===== config.mk =====
export PLATFORM = sky130hd
export DESIGN_NAME = pfa_top
export DESIGN_NICKNAME = d
export VERILOG_FILES = /design/src/pfa_pkg.sv /design/src/pfa_manch_tx.sv /design/src/pfa_ph1_timer.sv /design/src/pfa_top.sv
export SDC_FILE = /design/constraint.sdc
export NUM_CORES = 1
export LEC_CHECK = 0
export BUFFER_PORTS_ARGS = -buffer_cell sky130_fd_sc_hd__buf_4
export CAP_MARGIN = 20
export CORE_UTILIZATION = 40
export CTS_CLUSTER_SIZE = 14
export DETAILED_ROUTE_END_ITERATION = 16
export PLACE_DENSITY_LB_ADDON = 0.15
export SLEW_MARGIN = 30
export SYNTH_ARGS = -nofsm -noshare
export SYNTH_HDL_FRONTEND = slang
export SYNTH_HIERARCHICAL = 1
export SYNTH_SLANG_ARGS = --single-unit
export TNS_END_PERCENT = 100

===== constraint.sdc =====
create_clock -name pclk -period 16.1 [get_ports pclk]
set_clock_uncertainty 0.2 [all_clocks]
set_input_delay 3.22 -clock pclk [delete_from_list [all_inputs] [get_ports pclk]]
set_output_delay 3.22 -clock pclk [all_outputs]
set_load 0.02 [all_outputs]

===== src/pfa_pkg.sv =====
// register map, fields and timing constants of the frame assembler
package pfa_pkg;
    // ------------------------------------------------------------
    // register byte offsets
    // ------------------------------------------------------------
    localparam logic [11:0] REG_CTRL = 12'h000;
    localparam logic [11:0] REG_FRAME = 12'h004;
    localparam logic [11:0] REG_SLOT0 = 12'h008;
    localparam logic [11:0] REG_SLOT1 = 12'h00C;
    localparam logic [11:0] REG_SLOT2 = 12'h010;
    localparam logic [11:0] REG_DATA = 12'h014;
    localparam logic [11:0] REG_STATUS = 12'h018;
    localparam logic [11:0] REG_INIT = 12'h01C;
    // ------------------------------------------------------------
    // ctrl fields
    // ------------------------------------------------------------
    localparam int CTRL_SYNC_MODE = 0;
    localparam int CTRL_FC_EN = 1;
    localparam int CTRL_FC_SRC = 2;
    localparam int CTRL_STAT_EN = 3;
    localparam int CTRL_CRC_SEL = 4;
    localparam int CTRL_QUAD_EN = 5;
    localparam int CTRL_PH1_LEN = 6;
    localparam int CTRL_INIT_SEQ_LO = 7;
    localparam int CTRL_ERR = 9;
    localparam int CTRL_RESTART = 10;
    localparam logic [31:0] CTRL_RST = 32'h0000_0000;
    // ------------------------------------------------------------
    // frame fields: data size lo, payload size lo, per source
    // ------------------------------------------------------------
    localparam int FRM_POS_DSZ_LO = 0;
    localparam int FRM_POS_PSZ_LO = 5;
    localparam int FRM_SPD_DSZ_LO = 10;
    localparam int FRM_SPD_PSZ_LO = 15;
    localparam logic [31:0] FRAME_RST = 32'h0000_0000;
    localparam logic [4:0] PAY_MIN = 5'h09;
    localparam logic [4:0] PAY_POS_MAX = 5'h18;
    localparam logic [4:0] PAY_SPD_MAX = 5'h10;
    // slot register: [15:0] start delay in bit times, [17:16] source, [18] enable
    localparam int SLOT_SRC_LO = 16;
    localparam int SLOT_EN = 18;
    // ------------------------------------------------------------
    // enumerations and timing
    // ------------------------------------------------------------
    typedef enum logic [1:0] {
        PFA_SRC_POS = 2'b00,
        PFA_SRC_POS_QUAD = 2'b01,
        PFA_SRC_SPEED = 2'b10
    } pfa_src_e;
    localparam logic [2:0] FC_CODE_POS = 3'h1;
    localparam logic [2:0] FC_CODE_POSQ = 3'h2;
    localparam logic [2:0] FC_CODE_SPD = 3'h4;
    localparam int CLK_MHZ = 250;
    localparam int BIT_NS = 8000;
    localparam int BIT_CYC = BIT_NS * CLK_MHZ / 1000;
    localparam int PH1_MS = 100;
    localparam int PH1_CYC = PH1_MS * CLK_MHZ * 1000;
    localparam int MAX_BITS = 2 + 24 + 3;
endpackage : pfa_pkg


===== src/pfa_manch_tx.sv =====
// manchester serialiser: shifts a frame word lsb first, one bit per bit time
`timescale 1ns/1ns
`default_nettype none
module pfa_manch_tx #(
    parameter int unsigned BIT_CYC = 2000,
    parameter int unsigned MAXB = 29
) (
    input wire logic pclk, // clock
    input wire logic presetn, // async reset, low
    input wire logic start, // load and send frame
    input wire logic [MAXB-1:0] bits, // frame bits, bit 0 first
    input wire logic [4:0] nbits, // number of bits
    output logic busy, // frame in progress
    output logic line_hi // current sink high
);
    localparam int unsigned HALF = BIT_CYC / 2;
    logic [MAXB-1:0] sh_r, sh_nxt;
    logic [4:0] left_r, left_nxt;
    logic [15:0] cyc_r, cyc_nxt;
    logic busy_r, busy_nxt;
    logic out_r, out_nxt;

    always_comb begin
        sh_nxt = sh_r;
        left_nxt = left_r;
        cyc_nxt = cyc_r;
        busy_nxt = busy_r;
        out_nxt = out_r;
        if (!busy_r) begin
            out_nxt = 1'b0;
            if (start) begin
                sh_nxt = bits;
                left_nxt = nbits;
                cyc_nxt = 16'h0000;
                busy_nxt = 1'b1;
                out_nxt = bits[0];
            end
        end else begin
            cyc_nxt = cyc_r + 16'h0001;
            if (cyc_r == 16'(HALF - 1)) begin
                out_nxt = ~sh_r[0];
            end else if (cyc_r == 16'(BIT_CYC - 1)) begin
                cyc_nxt = 16'h0000;
                sh_nxt = sh_r >> 1;
                left_nxt = left_r - 5'h01;
                if (left_r == 5'h01) begin
                    busy_nxt = 1'b0;
                    out_nxt = 1'b0;
                end else begin
                    out_nxt = sh_r[1];
                end
            end
        end
    end

    always_ff @(posedge pclk or negedge presetn) begin
        if (!presetn) begin
            sh_r <= '0;
            left_r <= 5'h00;
            cyc_r <= 16'h0000;
            busy_r <= 1'b0;
            out_r <= 1'b0;
        end else begin
            sh_r <= sh_nxt;
            left_r <= left_nxt;
            cyc_r <= cyc_nxt;
            busy_r <= busy_nxt;
            out_r <= out_nxt;
        end
    end

    assign busy = busy_r;
    assign line_hi = out_r;
endmodule : pfa_manch_tx
`default_nettype wire


===== src/pfa_ph1_timer.sv =====
// phase one timer: waits for self-test done and optionally a long delay
`timescale 1ns/1ns
`default_nettype none
module pfa_ph1_timer #(
    parameter int unsigned DELAY_CYC = 25000000
) (
    input wire logic pclk, // clock
    input wire logic presetn, // async reset, low
    input wire logic restart, // restart phase one
    input wire logic bist_done, // self-test finished
    input wire logic long_sel, // 1: wait the long delay
    output logic done // phase one over
);
    logic [31:0] cnt_r;
    logic [31:0] cnt_nxt;
    logic done_r;
    logic done_nxt;

    always_comb begin
        cnt_nxt = cnt_r;
        done_nxt = done_r;
        if (restart) begin
            cnt_nxt = 32'h0000_0000;
            done_nxt = 1'b0;
        end else if (!done_r && bist_done) begin
            if (!long_sel || cnt_r >= 32'(DELAY_CYC - 1)) begin
                done_nxt = 1'b1;
            end else begin
                cnt_nxt = cnt_r + 32'h0000_0001;
            end
        end
    end

    always_ff @(posedge pclk or negedge presetn) begin
        if (!presetn) begin
            cnt_r <= 32'h0000_0000;
            done_r <= 1'b0;
        end else begin
            cnt_r <= cnt_nxt;
            done_r <= done_nxt;
        end
    end

    assign done = done_r;
endmodule : pfa_ph1_timer
`default_nettype wire


===== src/pfa_top.sv =====
// sensor frame assembler with init sequencing and apb registers
// Overview of operation
// - every frame opens with two start bits, both zero
// - optional three control bits carry rolling counter or source code
// - optional status bit carries internal error flag
// - data bits go out least significant bit first, count configurable
// - payload size configurable from nine to twenty-four bits
// - each slot picks position, position plus quadrant, or speed
// - payload size per source; position 9-24, speed 9-16 bits
// - quadrant bits appended to position and sent in same slot
// - unused payload positions are filled with zeros
// - power-on or undervoltage reset restarts initialization
// - init sequence setting ends init after phase one, two or three
// - no new frames scheduled during init phase one; a restart does not abort a frame already under way
// - phase one ends after self-test, or about 100 ms after self-test when the long delay is selected
// - manchester bits, rising mid edge is zero, falling is one
// - sync mode starts each slot frame once the idle bit times since the sync pulse reach its programmed delay
// - status bit forced to zero during init phase two
`timescale 1ns/1ns
`default_nettype none
module pfa_top #(
    parameter int unsigned PH1_DELAY = pfa_pkg::PH1_CYC,
    parameter int unsigned BIT_CYC = pfa_pkg::BIT_CYC
) (
    input wire logic pclk, // apb clock
    input wire logic presetn, // async reset, low
    input wire logic psel, // apb select
    input wire logic penable, // apb enable
    input wire logic pwrite, // apb direction
    input wire logic [11:0] paddr, // apb address
    input wire logic [31:0] pwdata, // apb write data
    output logic [31:0] prdata, // apb read data
    output logic pready, // apb ready
    output logic pslverr, // apb error
    input wire logic uv_reset, // undervoltage reset pin
    input wire logic sync_pulse, // sync pulse detector pin
    input wire logic bist_done, // self-test finished pin
    input wire logic [23:0] pos_data, // position value
    input wire logic [1:0] quad_data, // quadrant bits
    input wire logic [15:0] speed_data, // angular speed value
    output logic line_hi, // current sink high
    output logic app_run // normal output running
);
    // ------------------------------------------------------------
    // types and state
    // ------------------------------------------------------------
    typedef enum logic [1:0] {
        PFA_PH1 = 2'b00,
        PFA_PH2 = 2'b01,
        PFA_PH3 = 2'b10,
        PFA_APP = 2'b11
    } pfa_init_e;

    logic [31:0] ctrl_r, ctrl_nxt;
    logic [31:0] frame_r, frame_nxt;
    logic [31:0] slot_r [3], slot_nxt [3];
    logic [15:0] initw_r, initw_nxt;
    logic [31:0] prdata_r, prdata_nxt;
    logic pready_r, pready_nxt;
    logic pslverr_r, pslverr_nxt;
    pfa_init_e st_r, st_nxt;
    logic [1:0] slot_idx_r, slot_idx_nxt;
    logic [15:0] dly_r, dly_nxt;
    logic [15:0] bt_r, bt_nxt;
    logic waiting_r, waiting_nxt;
    logic [2:0] roll_r, roll_nxt;
    logic [3:0] ph_cnt_r, ph_cnt_nxt;
    logic go_r, go_nxt;
    logic [pfa_pkg::MAX_BITS-1:0] word_r, word_nxt;
    logic [4:0] nb_r, nb_nxt;
    logic app_r;
    logic [2:0] uv_s_r, sy_s_r, bd_s_r;
    logic ph1_done, tx_busy, tx_line, restart;

    // check field: parity over payload, or 3-bit crc (poly x^3+x+1, seed 010)
    function automatic logic [2:0] pfa_check(input logic [23:0] pay, input logic [4:0] n, input logic crc);
        logic [2:0] c;
        logic fb;
        c = 3'h2;
        fb = 1'b0;
        for (int i = 0; i < 24; i++) begin
            if (5'(i) < n) begin
                fb = c[2] ^ pay[i];
                c = {c[1], c[0] ^ fb, fb};
            end
        end
        pfa_check = crc ? c : {2'b00, ^pay};
    endfunction : pfa_check

    function automatic logic [4:0] pfa_clip(input logic [4:0] v, input logic [4:0] hi);
        pfa_clip = (v < pfa_pkg::PAY_MIN) ? pfa_pkg::PAY_MIN : ((v > hi) ? hi : v);
    endfunction : pfa_clip

    // ------------------------------------------------------------
    // pin synchronisers and edge detect
    // ------------------------------------------------------------
    always_ff @(posedge pclk or negedge presetn) begin
        if (!presetn) begin
            uv_s_r <= 3'h0;
            sy_s_r <= 3'h0;
            bd_s_r <= 3'h0;
        end else begin
            uv_s_r <= {uv_s_r[1:0], uv_reset};
            sy_s_r <= {sy_s_r[1:0], sync_pulse};
            bd_s_r <= {bd_s_r[1:0], bist_done};
        end
    end

    assign restart = (uv_s_r[1] && !uv_s_r[2]) || ctrl_r[pfa_pkg::CTRL_RESTART];

    pfa_ph1_timer #(.DELAY_CYC(PH1_DELAY)) u_ph1 (
        .pclk(pclk),
        .presetn(presetn),
        .restart(restart),
        .bist_done(bd_s_r[1]),
        .long_sel(ctrl_r[pfa_pkg::CTRL_PH1_LEN]),
        .done(ph1_done)
    );

    pfa_manch_tx #(.BIT_CYC(BIT_CYC), .MAXB(pfa_pkg::MAX_BITS)) u_tx (
        .pclk(pclk),
        .presetn(presetn),
        .start(go_r),
        .bits(word_r),
        .nbits(nb_r),
        .busy(tx_busy),
        .line_hi(tx_line)
    );

    // ------------------------------------------------------------
    // apb slave, one wait-free access phase
    // ------------------------------------------------------------
    always_comb begin
        ctrl_nxt = ctrl_r;
        ctrl_nxt[pfa_pkg::CTRL_RESTART] = 1'b0;
        frame_nxt = frame_r;
        initw_nxt = initw_r;
        slot_nxt = slot_r;
        prdata_nxt = prdata_r;
        pslverr_nxt = 1'b0;
        pready_nxt = psel && !penable;
        if (psel && !penable) begin
            prdata_nxt = 32'h0000_0000;
            case (paddr)
                pfa_pkg::REG_CTRL: prdata_nxt = ctrl_r;
                pfa_pkg::REG_FRAME: prdata_nxt = frame_r;
                pfa_pkg::REG_SLOT0: prdata_nxt = slot_r[0];
                pfa_pkg::REG_SLOT1: prdata_nxt = slot_r[1];
                pfa_pkg::REG_SLOT2: prdata_nxt = slot_r[2];
                pfa_pkg::REG_DATA: prdata_nxt = {pos_data[15:0], speed_data};
                pfa_pkg::REG_STATUS: prdata_nxt = {25'h0, tx_busy, ph_cnt_r[1:0], roll_r, app_r};
                pfa_pkg::REG_INIT: prdata_nxt = {16'h0000, initw_r};
                default: pslverr_nxt = 1'b1;
            endcase
        end
        if (psel && penable && pready_r && pwrite && !pslverr_r) begin
            case (paddr)
                pfa_pkg::REG_CTRL: ctrl_nxt = pwdata;
                pfa_pkg::REG_FRAME: frame_nxt = pwdata;
                pfa_pkg::REG_SLOT0: slot_nxt[0] = pwdata;
                pfa_pkg::REG_SLOT1: slot_nxt[1] = pwdata;
                pfa_pkg::REG_SLOT2: slot_nxt[2] = pwdata;
                pfa_pkg::REG_INIT: initw_nxt = pwdata[15:0];
                default: ;
            endcase
        end
    end

    // ------------------------------------------------------------
    // init sequencer and slot scheduler
    // ------------------------------------------------------------
    always_comb begin
        logic [1:0] src;
        logic [4:0] dsz, psz, n, ssz;
        logic [23:0] dat, pay;
        logic [2:0] fc;
        logic e0;
        src = 2'b00;
        dsz = 5'h00;
        psz = 5'h00;
        n = 5'h00;
        ssz = 5'h00;
        dat = 24'h0;
        pay = 24'h0;
        fc = 3'h0;
        e0 = 1'b0;
        st_nxt = st_r;
        slot_idx_nxt = slot_idx_r;
        dly_nxt = dly_r;
        bt_nxt = bt_r;
        waiting_nxt = waiting_r;
        roll_nxt = roll_r;
        ph_cnt_nxt = ph_cnt_r;
        go_nxt = 1'b0;
        word_nxt = word_r;
        nb_nxt = nb_r;
        case (st_r)
            PFA_PH1: begin
                waiting_nxt = 1'b0;
                if (ph1_done) begin
                    case (ctrl_r[pfa_pkg::CTRL_INIT_SEQ_LO +: 2])
                        2'b01, 2'b10: st_nxt = PFA_PH2;
                        default: st_nxt = PFA_APP;
                    endcase
                end
            end
            default: begin
                if (!waiting_r && !tx_busy && !go_r) begin
                    if (!ctrl_r[pfa_pkg::CTRL_SYNC_MODE] || (sy_s_r[1] && !sy_s_r[2])) begin
                        waiting_nxt = 1'b1;
                        slot_idx_nxt = 2'b00;
                        dly_nxt = 16'h0000;
                        bt_nxt = 16'h0000;
                    end
                end else if (waiting_r && !tx_busy && !go_r) begin
                    if (slot_idx_r == 2'b11) begin
                        waiting_nxt = 1'b0;
                        if (st_r != PFA_APP) begin
                            ph_cnt_nxt = ph_cnt_r + 4'h1;
                            if (ph_cnt_r == 4'hF) begin
                                st_nxt = (st_r == PFA_PH2 && ctrl_r[pfa_pkg::CTRL_INIT_SEQ_LO +: 2] == 2'b10)
                                    ? PFA_PH3 : PFA_APP;
                            end
                        end
                    end else if (!slot_r[slot_idx_r][pfa_pkg::SLOT_EN]) begin
                        slot_idx_nxt = slot_idx_r + 2'b01;
                    end else if (dly_r < slot_r[slot_idx_r][15:0]) begin
                        bt_nxt = bt_r + 16'h0001;
                        if (bt_r == 16'(BIT_CYC - 1)) begin
                            bt_nxt = 16'h0000;
                            dly_nxt = dly_r + 16'h0001;
                        end
                    end else begin
                        src = slot_r[slot_idx_r][pfa_pkg::SLOT_SRC_LO +: 2];
                        if (src == pfa_pkg::PFA_SRC_SPEED) begin
                            dsz = pfa_clip(frame_r[pfa_pkg::FRM_SPD_DSZ_LO +: 5], pfa_pkg::PAY_SPD_MAX);
                            psz = pfa_clip(frame_r[pfa_pkg::FRM_SPD_PSZ_LO +: 5], pfa_pkg::PAY_SPD_MAX);
                            dat = {8'h00, speed_data};
                            fc = pfa_pkg::FC_CODE_SPD;
                        end else begin
                            dsz = pfa_clip(frame_r[pfa_pkg::FRM_POS_DSZ_LO +: 5], pfa_pkg::PAY_POS_MAX);
                            psz = pfa_clip(frame_r[pfa_pkg::FRM_POS_PSZ_LO +: 5], pfa_pkg::PAY_POS_MAX);
                            dat = pos_data;
                            fc = pfa_pkg::FC_CODE_POS;
                            if (src == pfa_pkg::PFA_SRC_POS_QUAD && ctrl_r[pfa_pkg::CTRL_QUAD_EN]) begin
                                dat = (pos_data & ((24'h000001 << dsz) - 24'h000001)) | (24'(quad_data) << dsz);
                                dsz = dsz + 5'h02;
                                fc = pfa_pkg::FC_CODE_POSQ;
                            end
                        end
                        if (!ctrl_r[pfa_pkg::CTRL_FC_SRC]) fc = roll_r;
                        e0 = ctrl_r[pfa_pkg::CTRL_ERR] && (st_r != PFA_PH2);
                        n = 5'h00;
                        if (ctrl_r[pfa_pkg::CTRL_FC_EN]) begin
                            pay[2:0] = fc;
                            n = 5'h03;
                        end
                        if (ctrl_r[pfa_pkg::CTRL_STAT_EN]) begin
                            pay[n] = e0;
                            n = n + 5'h01;
                        end
                        // bits beyond the data and below psz stay zero
                        pay = pay | ((dat & ((24'h000001 << dsz) - 24'h000001)) << n);
                        pay = pay & ((24'h000001 << psz) - 24'h000001);
                        ssz = ctrl_r[pfa_pkg::CTRL_CRC_SEL] ? 5'h03 : 5'h01;
                        word_nxt = {3'h0, pay, 2'b00}
                            | (pfa_pkg::MAX_BITS'(pfa_check(pay, psz, ctrl_r[pfa_pkg::CTRL_CRC_SEL]))
                               << (psz + 5'h02));
                        nb_nxt = psz + 5'h02 + ssz;
                        go_nxt = 1'b1;
                        roll_nxt = roll_r + 3'h1;
                        slot_idx_nxt = slot_idx_r + 2'b01;
                    end
                end
            end
        endcase
        if (restart) begin
            st_nxt = PFA_PH1;
            waiting_nxt = 1'b0;
            ph_cnt_nxt = 4'h0;
            go_nxt = 1'b0;
        end
    end

    always_ff @(posedge pclk or negedge presetn) begin
        if (!presetn) begin
            ctrl_r <= pfa_pkg::CTRL_RST;
            frame_r <= pfa_pkg::FRAME_RST;
            slot_r <= '{3{32'h0000_0000}};
            initw_r <= 16'h0000;
            prdata_r <= 32'h0000_0000;
            pready_r <= 1'b0;
            pslverr_r <= 1'b0;
            st_r <= PFA_PH1;
            slot_idx_r <= 2'b00;
            dly_r <= 16'h0000;
            bt_r <= 16'h0000;
            waiting_r <= 1'b0;
            roll_r <= 3'h0;
            ph_cnt_r <= 4'h0;
            go_r <= 1'b0;
            word_r <= '0;
            nb_r <= 5'h00;
            app_r <= 1'b0;
        end else begin
            ctrl_r <= ctrl_nxt;
            frame_r <= frame_nxt;
            slot_r <= slot_nxt;
            initw_r <= initw_nxt;
            prdata_r <= prdata_nxt;
            pready_r <= pready_nxt;
            pslverr_r <= pslverr_nxt;
            st_r <= st_nxt;
            slot_idx_r <= slot_idx_nxt;
            dly_r <= dly_nxt;
            bt_r <= bt_nxt;
            waiting_r <= waiting_nxt;
            roll_r <= roll_nxt;
            ph_cnt_r <= ph_cnt_nxt;
            go_r <= go_nxt;
            word_r <= word_nxt;
            nb_r <= nb_nxt;
            app_r <= (st_nxt == PFA_APP);
        end
    end

    assign prdata = prdata_r;
    assign pready = pready_r;
    assign pslverr = pslverr_r;
    assign line_hi = tx_line;
    assign app_run = app_r;
endmodule : pfa_top
`default_nettype wire


* Word level (Yosys, flattened, before mapping)
Cells that the tools add are included.
** Storage, ports and cells
- Register bits after elaboration :: 383
- Output and inout bits :: 36
- Logic and storage cells :: 558
** Cells by class
- Add/subtract/negate cells :: 15
- Muxes and demuxes :: 319
- Bitwise logic cells :: 58
- Eq/ne operators :: 31
- Order comparisons :: 37
- Reductions and logical operators :: 61
- Shift-type cells :: 6
** Operator list (count)
- $mux 3 :: 178
- $mux 24 :: 15
- $mux 16 :: 17
- $pmux 32 s8 :: 1
- $mux 5 :: 40
- $mux 29 :: 4
- $mux 32 :: 3
- $and 24x24->24 :: 3
- $shl 1x5->24 const A :: 3
- $sub 24x1->24 const B :: 3
- $bmux 32 s2 :: 1
- $add 16x1->16 const B :: 3
- $eq 12x5->1 const B :: 4
- $or 24x24->24 :: 2
- $xor 1x1->1 :: 46
- $lt 4x5->1 const A :: 8
- $lt 5x5->1 const A :: 8
- $mux 19 :: 2
- $mux 2 :: 18
- $add 32x1->32 const B :: 1
- $eq 16x11->1 const B :: 2
- $ge 32x25->1 const B :: 1
- $mux 1 :: 30
- $or 26x29->29 :: 1
- 51 further kinds :: 133

* Longest topological paths before layout
Gate-level depths: netlist (run 1).
- Depth in word-level cells :: 243
- Depth in mapped cells :: 43
- Depth with buffers taken out :: 41

* Hierarchy
The synthesis (run 1) kept the hierarchy.
** Modules (own cells, without submodules)
- pfa_top :: instances 1, area each 19795.2 um^2, cells each 2120
- pfa_manch_tx :: instances 1, area each 2835.2 um^2, cells each 233
- pfa_ph1_timer :: instances 1, area each 1725.4 um^2, cells each 170

* Worst setup path before layout (run 1)
No wires, ideal clock.
- Path kind :: input to register
- Start point :: input speed_data[1]
- End point :: register word_r[8] (netlist bit)
- Arrival :: 10666 ps
- Slack :: 5093 ps
- Stages :: 33
- Path buffers :: 1
- Data required time :: 15759 ps
- Path through :: nor2b_1 nor3_1 a221o_1 mux2i_1 a21oi_1 a21oi_1 o32a_1 and3b_1 buf_6 or4_4 a21oi_1 nor3b_1 or3_1 a221o_1 nand3_1 mux2i_1 o21ba_2 xnor2_1 or4_1 a32oi_2 mux2i_1 xnor2_1 a211oi_1 nand2_1 a211o_1 or3_1 o211ai_2 mux2_2 a32oi_2 o32ai_2 and2_4 a2111oi_2 a211oi_1
** Between the ends
- Word-level cells in the longest chain between the ends :: 205
- Elaborated cells between the ends (all ways) :: 229
- Those cells by class :: shift (2); mux (176); bitwise (50); reduce/logical (1)
** RTL lines
- from (decl) :: line pfa_top.sv:40 : input wire logic [15:0] speed_data,
- $mux 24 * :: line pfa_top.sv:235 : if (src == pfa_pkg::PFA_SRC_SPEED) begin
- $mux 24 * :: line pfa_top.sv:227 : end else if (dly_r < slot_r[slot_idx_r][15:0]) begin
- $mux 24 * :: line pfa_top.sv:225 : end else if (!slot_r[slot_idx_r][pfa_pkg::SLOT_EN]) begin
- $mux 24 * :: line pfa_top.sv:216 : if (slot_idx_r == 2'b11) begin
- $mux 24 * :: line pfa_top.sv:215 : end else if (waiting_r && !tx_busy && !go_r) begin
- $mux 24 * :: line pfa_top.sv:208 : if (!waiting_r && !tx_busy && !go_r) begin
- $mux 24 * :: line pfa_top.sv:197 : case (st_r)
- $and 24x24->24 * :: line pfa_top.sv:263 : pay = pay | ((dat & ((24'h000001 << dsz) - 24'h000001)) << n);
- [189 not listed]
- $mux 3 :: line pfa_top.sv:225
- $mux 3 :: line pfa_top.sv:216
- $mux 3 :: line pfa_top.sv:215
- $mux 3 :: line pfa_top.sv:208
- $mux 3 :: line pfa_top.sv:197
- $mux 3 :: line pfa_top.sv:87 : pfa_check = crc ? c : {2'b00, ^pay};
- $shl 3x5->29 :: line pfa_top.sv:267 : | (pfa_pkg::MAX_BITS'(pfa_check(pay, psz, ctrl_r[pfa_pkg::CTRL_CRC_SEL]))
- $or 26x29->29 * :: line pfa_top.sv:267
- to (signal assigned) :: line pfa_top.sv:321 : word_r <= word_nxt;
- to (decl) :: line pfa_top.sv:69 : logic [pfa_pkg::MAX_BITS-1:0] word_r, word_nxt;
Every way passes the cells marked *; elsewhere a longest branch is shown, timed or not. The select of a mux whose other input is x is not followed.
A chain may end at the register's enable or synchronous reset.

* Final worst setup path (run 1)
- Start point :: register frame_r[3]
- End point :: register word_r[12] (netlist bit)
** Between the ends
- Word-level cells in the longest chain between the ends :: 213
- Elaborated cells between the ends (all ways) :: 250
- Those cells by class :: add/sub (3); order compare (2); shift (5); mux (187); bitwise (52); reduce/logical (1)
** RTL lines
- from (decl) :: line pfa_top.sv:55 : logic [31:0] frame_r, frame_nxt;
- from (signal assigned) :: line pfa_top.sv:288 : frame_r <= pfa_pkg::FRAME_RST;
- from (signal assigned) :: line pfa_top.sv:307 : frame_r <= frame_nxt;
- $gt 5x5->1 :: line pfa_top.sv:91 : pfa_clip = (v < pfa_pkg::PAY_MIN) ? pfa_pkg::PAY_MIN : ((v > hi) ? hi : v);
- $mux 5 :: line pfa_top.sv:91
- $mux 5 * :: line pfa_top.sv:91
- branches (longest 12 deep; another with $sub 24x1->24)
- $and 24x24->24 * :: line pfa_top.sv:263
- $shl 24x5->24 * :: line pfa_top.sv:263
- $or 24x24->24 * :: line pfa_top.sv:263
- $and 24x24->24 * :: line pfa_top.sv:264 : pay = pay & ((24'h000001 << psz) - 24'h000001);
- [186 not listed]
- $mux 3 :: line pfa_top.sv:225
- $mux 3 :: line pfa_top.sv:216
- $mux 3 :: line pfa_top.sv:215
- $mux 3 :: line pfa_top.sv:208
- $mux 3 :: line pfa_top.sv:197
- $mux 3 :: line pfa_top.sv:87
- $shl 3x5->29 :: line pfa_top.sv:267
- $or 26x29->29 * :: line pfa_top.sv:267
Every way passes the cells marked *. The select of a mux whose other input is x is not followed.

==> out/metrics.cfg, run 1 <==
[logic_synthesis]
yosysUniqueCellTypes = 116
ys.flop_type = dfrtp_1
synthArstFlopShare_pct = 100.0
synth_edf_count = 0
syn-cell-area_um2 = 24360
synth_area_per_cell_um2 = 9.654
yosysWarnings = 6
syn_inst = 2523
ys_ff_latch = 383
synth_seq_area_share_pct = 39.35

[critical_path]
r2r_slack_ps = 3660
rr_worst_depth = 39
worstPathArrival_ps = 12690
crit_type = reg -> reg
startpoint_type = register
max_stage_delay_ps = 850
critPathRequiredTime_ps = 16340
r2r_end = word_r[12]
crit_path_top_delay_cell = dfrtp_1
cp_max_fo = 20
critPathMostFrequentCell = xor2_1
r2r-start = frame_r[3]
worstSetupEndpointType = register

[timing]
rsz0062_at_grt = false
tns_ps = 0
slew_headroom_pct = 37.95
hold_viol = 0
report.final.slew_viol_count = 0
setup_viol = 0
holdWs_ps = 152.3
layout_worst_path_cycle_share_pct = 77.28
clock.fmax_mhz = 80.37
tightestPinTransition_ps = 922.5
min_period_ps = 12440

[floorplan]
die-area_um2 = 61880
dieHeight_um = 248.8
ios = 130
rows = 90
start_util_pct = 40.43
die_x_um = 248.8
coreArea_um2 = 60250

[pwr]
power_frac_clock_pct = 41.9
p_switching_uw = 692.6
pwr-share-comb_pct = 16.4
leakage_nw = 12.28
seqPwrFrac_pct = 41.7
p_per_area_nw_per_um2 = 90.69
p_int_mw = 1.807
sw_frac_of_total_pct = 27.71
peakVddDrop_v = 0.00006943
p_total_mw = 2.500

[route]
viasPerCell = 5.936
post-route-drc-count = 0
wl_per_cell_um = 22.47
vias = 20237
routed_wl_mm = 76.61
drtIter0Drc = 1627
ant_nets = 0
detail_route.first_pass.iterations = 7

[clocking]
htree_levels = 2
cts_tree = yes
cts_setup_buffers = 0
clock_latency_ps = 590
cts_root_buffer = clkbuf_16
path_clk_slew_ps = 60
cts_max_path_buffers = 3
clkSinkCount = 383
cts_resized = 0
cts_hold_buf = 0
cts_inserted_buffers = 45

[global_routing]
antenna_found_initial = 2
track_usage_pct = 24.54
grt_pass1_wl_mm = 120.1
grt_overflow_total = 0
grt_max_degree = 123
grt_pass1_vias = 19747

[finish]
nets = 2724
syn_to_final_growth_pct = 13.16
drive_gt1_share_pct = 21.97

[hold_path]
min_from = sy_s_r[0]
holdCritPathClass = reg -> reg
worstHoldPathCells = 0
hold_end = sy_s_r[1]

[place]
dp_hpwl_mm = 55.43
routabilityCongestion = 0.9342
portBuffers = 129

[flow_run]
drv_cap = 0

[run_status]
status = finished, final reports clean

state kept, by name, indices dropped and copies added (netlist names), 2 cells and up:
register and count:
u_ph1/cnt_r 32, sy_s_r 3, u_tx/cyc_r 16, uv_s_r 3
ph_cnt_r 4, dly_r 16, bd_s_r 2, nb_r 5
u_tx/left_r 5, initw_r 16, u_tx/sh_r 29, slot_idx_r 2
ctrl_r 32, slot_r 96, frame_r 32, roll_r 3
bt_r 16, st_r 2, word_r 29, prdata 32
metrics by stage:
| step | utilization (%) | area (µm²) | cells | setup WS, ps |
|---|---|---|---|---|
| 2_1_floorplan | - | 24370 | 2526 | 5093 |
| 3_3_place_gp | 43.12 | 25970 | 3327 | 4039 |
| 3_5_place_dp | 43.13 | 25980 | 3327 | 3863 |
| 4_1_cts | 45.66 | 27510 | 3407 | 3942 |
| 5_1_grt | 45.74 | 27560 | 3408 | 2776 |
| 6_report | 45.75 | 27560 | 3409 | 3657 |
layer usage:
layer / wire (µm) / vias to the layer above / part of all wire [%] / GRT usage (%)
met5: 13 / - / 0.017 / 0
met4: 2076 / 2 / 2.7 / 7.258
met3: 4112 / 115 / 5.4 / 3.918
met2: 34370 / 584 / 45 / 37.98
met1: 36040 / 10153 / 47 / 35.21
li1: - / 9383 / - / -
worst max-delay path, delay by kind of cell, from the launching register on:
kind | cells | cell delay, ps
AOI/OAI and AO/OA | 16 | 5070
and+or+nand+nor | 12 | 3360
xor gates and xnor gates | 6 | 1330
DFF | 1 | 850
muxes | 2 | 650
adders and majority gates | 2 | 600
buffers and inverters | 1 | 220
worst max path at each step:
stage / from / slack (ps) / cells after the start / to
global route: frame_r[3] / 2780 / 39 / word_r[12]
detailed placement: speed_data[1] / 3860 / 32 / word_r[12]
floorplan: speed_data[1] / 5090 / 33 / word_r[8]
finish: frame_r[3] / 3660 / 39 / word_r[12]
CTS: frame_r[3] / 3940 / 39 / word_r[12]
global placement: speed_data[1] / 4040 / 32 / word_r[12]
area by class of cell:
type                       count  area, µm²
sequential                   383       9585
fill                        5709      32680
inverter                      48      180.2
antenna                        1      2.502
multi-input combinational   1954      14050
clock inverter                16      197.7
timing repair buffer         161       1240
clock buffer                  64       1329
tap                          782      978.4
power by group through the flow:
stage	Combinational, mW	Clock (mW)	Sequential (mW)
2_1_floorplan	0.279	0	1.05
3_3_place_gp	0.397	0	1.06
3_5_place_dp	0.406	0	1.06
4_1_cts	0.407	1.07	1.04
5_1_grt	0.446	1.11	1.05
6_report	0.410	1.05	1.04
cell usage after synthesis, types with 22 or more instances:
library cell    n  share of area [%]
o211ai_1       44                1.4
a31oi_1        24               0.62
mux2i_1       104                4.3
inv_1          44               0.68
xnor2_1        64                2.3
nand2_1       263                4.1
nor2_1        239                3.7
nand4_1        31               0.80
mux2_4         25                1.5
a21oi_1       106                2.2
mux2_2        220                 10
xor2_1         52                1.9
and3_1         27               0.69
nor2b_1        22               0.57
clkbuf_1      108                1.7
o21ai_0       156                3.2
nand3_1        65                1.3
ha_1           36                1.8
nor3_1         59                1.2
dfrtp_1       383                 39
o21a_1         22               0.68
cell usage in the layout (no fill, tap or decap), types with 21 or more instances in the layout:
cell and n:
nor2_1 236, mux2_2 220, o21a_1 22, xor2_1 52, inv_1 44, mux2_4 25, nor3_1 58, nand3_1 62
a21oi_1 106, and3_1 26, o211ai_1 44, buf_4 158, xnor2_1 64, clkbuf_16 46, nand4_1 31, dfrtp_1 382
nor2b_1 21, a31oi_1 24, mux2i_1 104, o21ai_0 156, ha_1 36, nand2_1 262
cells by family after synthesis:
logic type | after synthesis | share of synthesized area (%)
and+or+nand+nor | 843 | 16.50
AOI/OAI and AO/OA | 576 | 16.23
DFF | 383 | 39.35
muxes | 372 | 18.01
buffers and inverters | 189 | 3.272
xor gates and xnor gates | 122 | 4.701
adders and majority gates | 37 | 1.932
other | 1 | 0.01540
Power figures use the tool's default switching activity.
==> inputs of run 2 (changes only) <==
- ABC_AREA: unset -> 1
- clock period: 16.1 -> 12.6 ns (I/O delays scaled with it)
==> run 2 against run 1 <==
Effect of this change:
- wire length is 6.9% higher
- maximum frequency is 30% higher
- area after synthesis rose by 2.8%
- combinational power increased by 66%
- utilization fell by 0.11 points
- worst setup slack got worse by 630 ps
- final cell count rose by 31%
- critical path type unchanged
- largest cell class unchanged
==> out/metrics.cfg, run 2 <==
[pwr]
leakage_nw = 13.51  ; +10%
sw_frac_of_total_pct = 31.41  ; +3.7 points
p_switching_mw = 1.088  ; +57%
pwr-share-comb_pct = 19.7  ; +3.3 points
p_int_mw = 2.377  ; +32%
p_per_area_nw_per_um2 = 123.0  ; +36%
seqPwrFrac_pct = 41.1  ; -0.6 points
power_frac_clock_pct = 39.3  ; -2.6 points
peakVddDrop_v = 0.00009440  ; +36%

[logic_synthesis]
yosysMostFrequentCell = nand2_1
yosysWarnings = 6  ; unchanged
synth_edf_count = 0  ; unchanged
synthArstFlopShare_pct = 100.0  ; unchanged
ys_top_cells_by_count = nand2_1, nand3_1, dfrtp_1
synthTopCellsByArea = dfrtp_1, nand2_1, nand3_1
synth.largest_area_cell = dfrtp_1
syn_inst = 3532  ; +40%
yosysUniqueCellTypes = 70  ; -40%
synth_top_area_share_pct = 38.29  ; -1.1 points
syn-cell-area_um2 = 25030  ; +2.8%
ys.flop_type = dfrtp_1
synth_area_per_cell_um2 = 7.086  ; -27%
synth_seq_area_share_pct = 38.29  ; -1.1 points
ys_ff_latch = 383  ; unchanged

[clocking]
cts_resized = 0  ; unchanged
cts_inserted_buffers = 46  ; +2.2%
clkSinkCount = 383  ; unchanged
clock_latency_ps = 600  ; about the same
cts_tree = yes
cts_max_path_buffers = 3  ; unchanged
cts_hold_buf = 0  ; unchanged
cts_root_buffer = clkbuf_16
htree_levels = 2  ; unchanged
path_clk_slew_ps = 60  ; about the same
cts_setup_buffers = 0  ; unchanged

[timing]
min_period_ps = 9568  ; -2875 ps
layout_worst_path_cycle_share_pct = 75.94  ; -1.3 points
slew_headroom_pct = 35.79  ; -2.2 points
setup_viol = 0  ; unchanged
clock.fmax_mhz = 104.5  ; +30%
tns_ps = 0  ; unchanged
report.final.slew_viol_count = 0  ; unchanged
tightestPinTransition_ps = 960.8  ; +38.24 ps
hold_viol = 0  ; unchanged
fin_ws_ps = 3032  ; -625.3 ps
rsz0062_at_grt = false

[floorplan]
rows = 91  ; +1.1%
dieHeight_um = 252.1  ; +1.4%
coreArea_um2 = 61710  ; +2.4%
die_x_um = 252.1  ; +1.4%
start_util_pct = 40.56  ; +0.13 points
die-area_um2 = 63580  ; +2.7%
ios = 130  ; unchanged

[place]
place_ws_ps = 3273  ; -590.3 ps
detailed_place.area_um2 = 26610  ; +2.4%
dp_hpwl_mm = 57.76  ; +4.2%
dp_cells = 4380  ; +32%
portBuffers = 129  ; unchanged
routabilityCongestion = 0.9714  ; +4.0%

[finish]
layout.cells.non_filler = 4462  ; +31%
utilization_pct = 45.64  ; -0.11 points
largest_reg_flops = 96  ; unchanged
nets = 3723  ; +37%
drive_gt1_share_pct = 11.37  ; -11 points
fillers = 6569  ; +15%
layout_commonest_cell = nand2_1
syn_to_final_growth_pct = 12.53
layout_common_cells = nand2_1, nand3_1, dfrtp_1
stdcell_area_um2 = 28170  ; +2.2%
largest_register = slot_r

[global_routing]
grt_max_degree = 105  ; -15%
antenna_found_initial = 1  ; -1
grt_overflow_total = 0  ; unchanged
grt_pass1_wl_mm = 129.3  ; +7.6%
grt_pass1_vias = 22526  ; +14%
track_usage_pct = 25.79  ; +1.3 points

[critical_path]
crit_type = reg -> reg
worstSetupEndpointType = register
startpoint_type = register
cp_max_fo = 30  ; +50%
worstPathArrival_ps = 9880  ; -2810 ps
critPathRequiredTime_ps = 12920  ; -3420 ps
crit_path_top_delay_cell = a21oi_4
max_stage_delay_ps = 530  ; -320 ps
r2r_slack_ps = 3030  ; -630 ps
critPathMostFrequentCell = nand2_1

[route]
wl_per_cell_um = 18.35  ; -18%
post-route-drc-count = 0  ; unchanged
routed_wl_mm = 81.87  ; +6.9%
ant_nets = 0  ; unchanged
detail_route.first_pass.iterations = 5  ; -2
vias = 23915  ; +18%
viasPerCell = 5.360  ; -9.7%
drtIter0Drc = 2102  ; +29%

[hold_path]
holdCritPathClass = reg -> reg

[flow_run]
drv_cap = 0  ; unchanged

[run_status]
status = finished, final reports clean

## run 2: area by class of cell
cell class | count | area [µm²] | area share [%]
Sequential cell | 383 | 9584 | 34.03
Timing Repair Buffer | 164 | 1262 | 4.482
Multi-Input combinational cell | 2626 | 13350 | 47.40
Clock inverter | 13 | 210.2 | 0.7463
Antenna cell | 1 | 2.502 | 0.008885
Tap cell | 837 | 1047 | 3.718
Inverter | 371 | 1398 | 4.962
Clock buffer | 67 | 1310 | 4.651
## run 2: logic make-up (layout without fill, tap and decap cells)
kind of cell | count (synthesis) | after routing | share of synthesized area [%]
XOR/XNOR | 48 | 48 | 1.680
buffers and inverters | 526 | 615 | 8.603
other | 1 | 5 | 0.01498
AO/OA/AOI/OAI | 597 | 597 | 13.87
multiplexers | 15 | 15 | 0.6399
adder cells (fa/ha/maj) | 37 | 37 | 1.880
flip-flops | 383 | 383 | 38.29
AND/OR/NAND/NOR | 1925 | 1925 | 35.02
## run 2: metal layers
metal  part of all wire [%]  global-route usage, %
met3                    6.3                  4.099
met1                     45                  35.69
met2                     45                  40.61
met5                      0                      0
met4                    3.5                  9.472
## run 2: power by group through the flow
stage                     clock network, mW  logic, mW  registers, mW
after global routing                   1.44      0.777           1.44
after global placement                    0      0.670           1.44
after CTS                              1.39      0.677           1.42
after floorplan                           0      0.499           1.41
after detailed placement                  0      0.676           1.44
final                                  1.36      0.681           1.42
## run 2: metrics by stage
step | total power [mW] | hold slack [ps]
6_report | 3.465 | 151.9
5_1_grt | 3.650 | 169.5
4_1_cts | 3.489 | 153.4
3_5_place_dp | 2.117 | 140.4
3_3_place_gp | 2.112 | 132.0
2_1_floorplan | 1.908 | 131.2
## run 2: worst paths after layout
path | endpoint | start | cells after the start
min in group asynchronous | u_ph1/cnt_r[3] | presetn | 1
setup reg to reg | word_r[23] | slot_idx_r[0] | 71
hold / removal | sy_s_r[1] | sy_s_r[0] | 0
setup / recovery | word_r[23] | slot_idx_r[0] | 71
max in group asynchronous | word_r[14] | presetn | 2
hold reg to reg | sy_s_r[1] | sy_s_r[0] | 0
## run 2: worst max-delay path, delay by kind of cell, from the launching register on
kind | cells | cell delay, ps
AOI/OAI and AO/OA | 2 | 670
and+or+nand+nor | 62 | 6970
adders and majority gates | 1 | 330
buffers and inverters | 6 | 930
DFF | 1 | 360
==> inputs of run 3 (changes only) <==
- clock period: 12.6 -> 8.75 ns (I/O delays scaled with it)
==> run 3 against run 2 <==
Effect of this change:
- design area grew 4.9%
- sequential share of layout area shrank 1.6 points
- clock power grew 46%
- final cell count grew 0.78%
- register-to-register slack lost 2500 ps
- utilization grew 2.2 points
- clock-buffer cell count shrank 6
- via count grew 1.4%
- combinational power grew 64%
- highest routed layer is now met5
- global-route usage shrank 0.22 points
- power grew 48%
- maximum frequency grew 17%
==> out/metrics.cfg, run 3 (synthesis gave the netlist of run 2 again) <==
[run_status]
status = finished, final reports clean

[timing]
tns_ps = 0  ; unchanged
layout_worst_path_cycle_share_pct = 93.78  ; +18 points
clock.fmax_mhz = 121.9  ; +17%
rsz0062_at_grt = true
tightestPinTransition_ps = 973.9  ; +13.12 ps
report.final.slew_viol_count = 0  ; unchanged
setup_viol = 0  ; unchanged
hold_viol = 0  ; unchanged
min_period_ps = 8206  ; -1362 ps
slew_headroom_pct = 34.92  ; -0.88 points

[finish]
nets = 3757  ; +0.91%
syn_to_final_growth_pct = 18.04
layout_commonest_cell = nand2_1
largest_register = slot_r
layout.cells.non_filler = 4497  ; +0.78%
largest_reg_flops = 96  ; unchanged
drive_gt1_share_pct = 17.27  ; +5.9 points
layout_common_cells = nand2_1, dfrtp_1, nand3_1
fillers = 6417  ; -2.3%

[clocking]
cts_root_buffer = clkbuf_16
cts_max_path_buffers = 3  ; unchanged
cts_tree = yes
path_clk_slew_ps = 60  ; about the same
cts_hold_buf = 0  ; unchanged
clock_latency_ps = 610  ; about the same
cts_inserted_buffers = 45  ; -2.2%
htree_levels = 2  ; unchanged
clkSinkCount = 383  ; unchanged

[route]
detail_route.first_pass.iterations = 6  ; +1
ant_nets = 0  ; unchanged
wl_per_cell_um = 18.31  ; -0.22%
vias = 24260  ; +1.4%
viasPerCell = 5.395  ; +0.65%
drtIter0Drc = 1973  ; -6.1%
post-route-drc-count = 0  ; unchanged
routed_wl_mm = 82.34  ; +0.57%

[critical_path]
r2r-start = slot_idx_r[0]
path_buf_inv = 3  ; -3
crit_start = slot_idx_r[0]
max_stage_delay_ps = 440  ; -90 ps
worstPathArrival_ps = 8520  ; -1360 ps
worstSetupEndpointType = register
crit_type = reg -> reg
startpoint_type = register
critPathMostFrequentCell = nand3_2
critPathRequiredTime_ps = 9070  ; -3850 ps
cp_max_fo = 21  ; -30%
cpLargestDelayFamily = simple AND/OR/NAND/NOR gates
crit_path_top_delay_cell = dfrtp_2

[hold_path]
holdCritPathClass = reg -> reg
min_from = sy_s_r[0]

[place]
dp_cells = 4388  ; +0.18%
portBuffers = 129  ; unchanged
routabilityCongestion = 0.9330  ; -4.0%
dp_hpwl_mm = 57.81  ; about the same

[floorplan]
ios = 130  ; unchanged
start_util_pct = 40.56  ; unchanged
dieHeight_um = 252.1  ; unchanged
rows = 91  ; unchanged
die-area_um2 = 63580  ; unchanged
die_x_um = 252.1  ; unchanged
coreArea_um2 = 61710  ; unchanged

[global_routing]
grt_overflow_total = 0  ; unchanged
grt_pass1_vias = 22778  ; +1.1%
antenna_found_initial = 1  ; unchanged
grt_max_degree = 171  ; +63%
grt_pass1_wl_mm = 128.8  ; -0.40%
track_usage_pct = 25.58  ; -0.22 points

[pwr]
p_per_area_nw_per_um2 = 174.0  ; +41%
peakVddDrop_v = 0.0001679  ; +78%
leakage_nw = 13.96  ; +3.3%

[flow_run]
drv_cap = 0  ; unchanged

[run 3: cell count changes in the layout (fill, tap and decap cells not counted), moves of 4 or more]
cell      before  now
clkbuf_1      13    7
nand3_4        6   34
dfrtp_2        0    6
dfrtp_1      383  377
nand2_1     1016  935
buf_4        159  191
nand2_4       15   32
nand3_1      434  359
nand2_2       31   93
inv_1        332  328
nand3_2       50   97
[run 3: per-layer routing]
metal  part of all wire [%]  track usage (%)
met5                  0.012                0
met3                    5.8            3.594
met4                    3.9            9.784
met1                     45            35.32
met2                     45            40.52
[run 3: area by class of cell]
type | instances | area [µm²] | area share [%]
multi-input combinational | 2626 | 14330 | 48.52
sequential | 383 | 9592 | 32.47
timing repair buffer | 199 | 1595 | 5.400
inverter | 371 | 1416 | 4.794
clock buffer | 61 | 1276 | 4.320
tap | 837 | 1047 | 3.545
clock inverter | 19 | 280.3 | 0.9487
antenna | 1 | 2.502 | 0.008470
[run 3: per-stage QoR]
stage / util, % / power, mW / cell area (µm²) / hold slack [ps] / setup WS (ps)
2_1_floorplan: - / 2.748 / 25040 / 131.2 / 1080
3_3_place_gp: 43.21 / 3.051 / 26670 / 134.3 / 139.6
3_5_place_dp: 43.26 / 3.059 / 26700 / 135.6 / 113.7
4_1_cts: 45.79 / 5.057 / 28260 / 148.7 / 41.03
5_1_grt: 47.87 / 5.417 / 29540 / 155.7 / -155.4
6_report: 47.87 / 5.139 / 29540 / 149.0 / 543.9
[run 3: report_power, final]
| part | switching [mW] | leakage [nW] | internal, mW |
|---|---|---|---|
| Clock | 0.803 | 0.762 | 1.18 |
| Sequential | 0.117 | 5.14 | 1.92 |
| Combinational | 0.720 | 8.05 | 0.403 |
[run 3: final timing paths]
check	slack, ps	depth (start not counted)	end
worst max-delay path	540	68	word_r[4]
min in group asynchronous	1010	1	u_ph1/cnt_r[3]
worst min register to register	150	0	sy_s_r[1]
worst max register to register	540	68	word_r[4]
worst min-delay path	150	0	sy_s_r[1]
max in group asynchronous	5900	3	slot_r[93]
[run 3: timing repair]
item | in CTS | in global routing
setup buffers | 0 | 27
gates resized for setup | 0 | 248
setup endpoints to repair | 0 | 29
hold endpoints to repair | 0 | 0
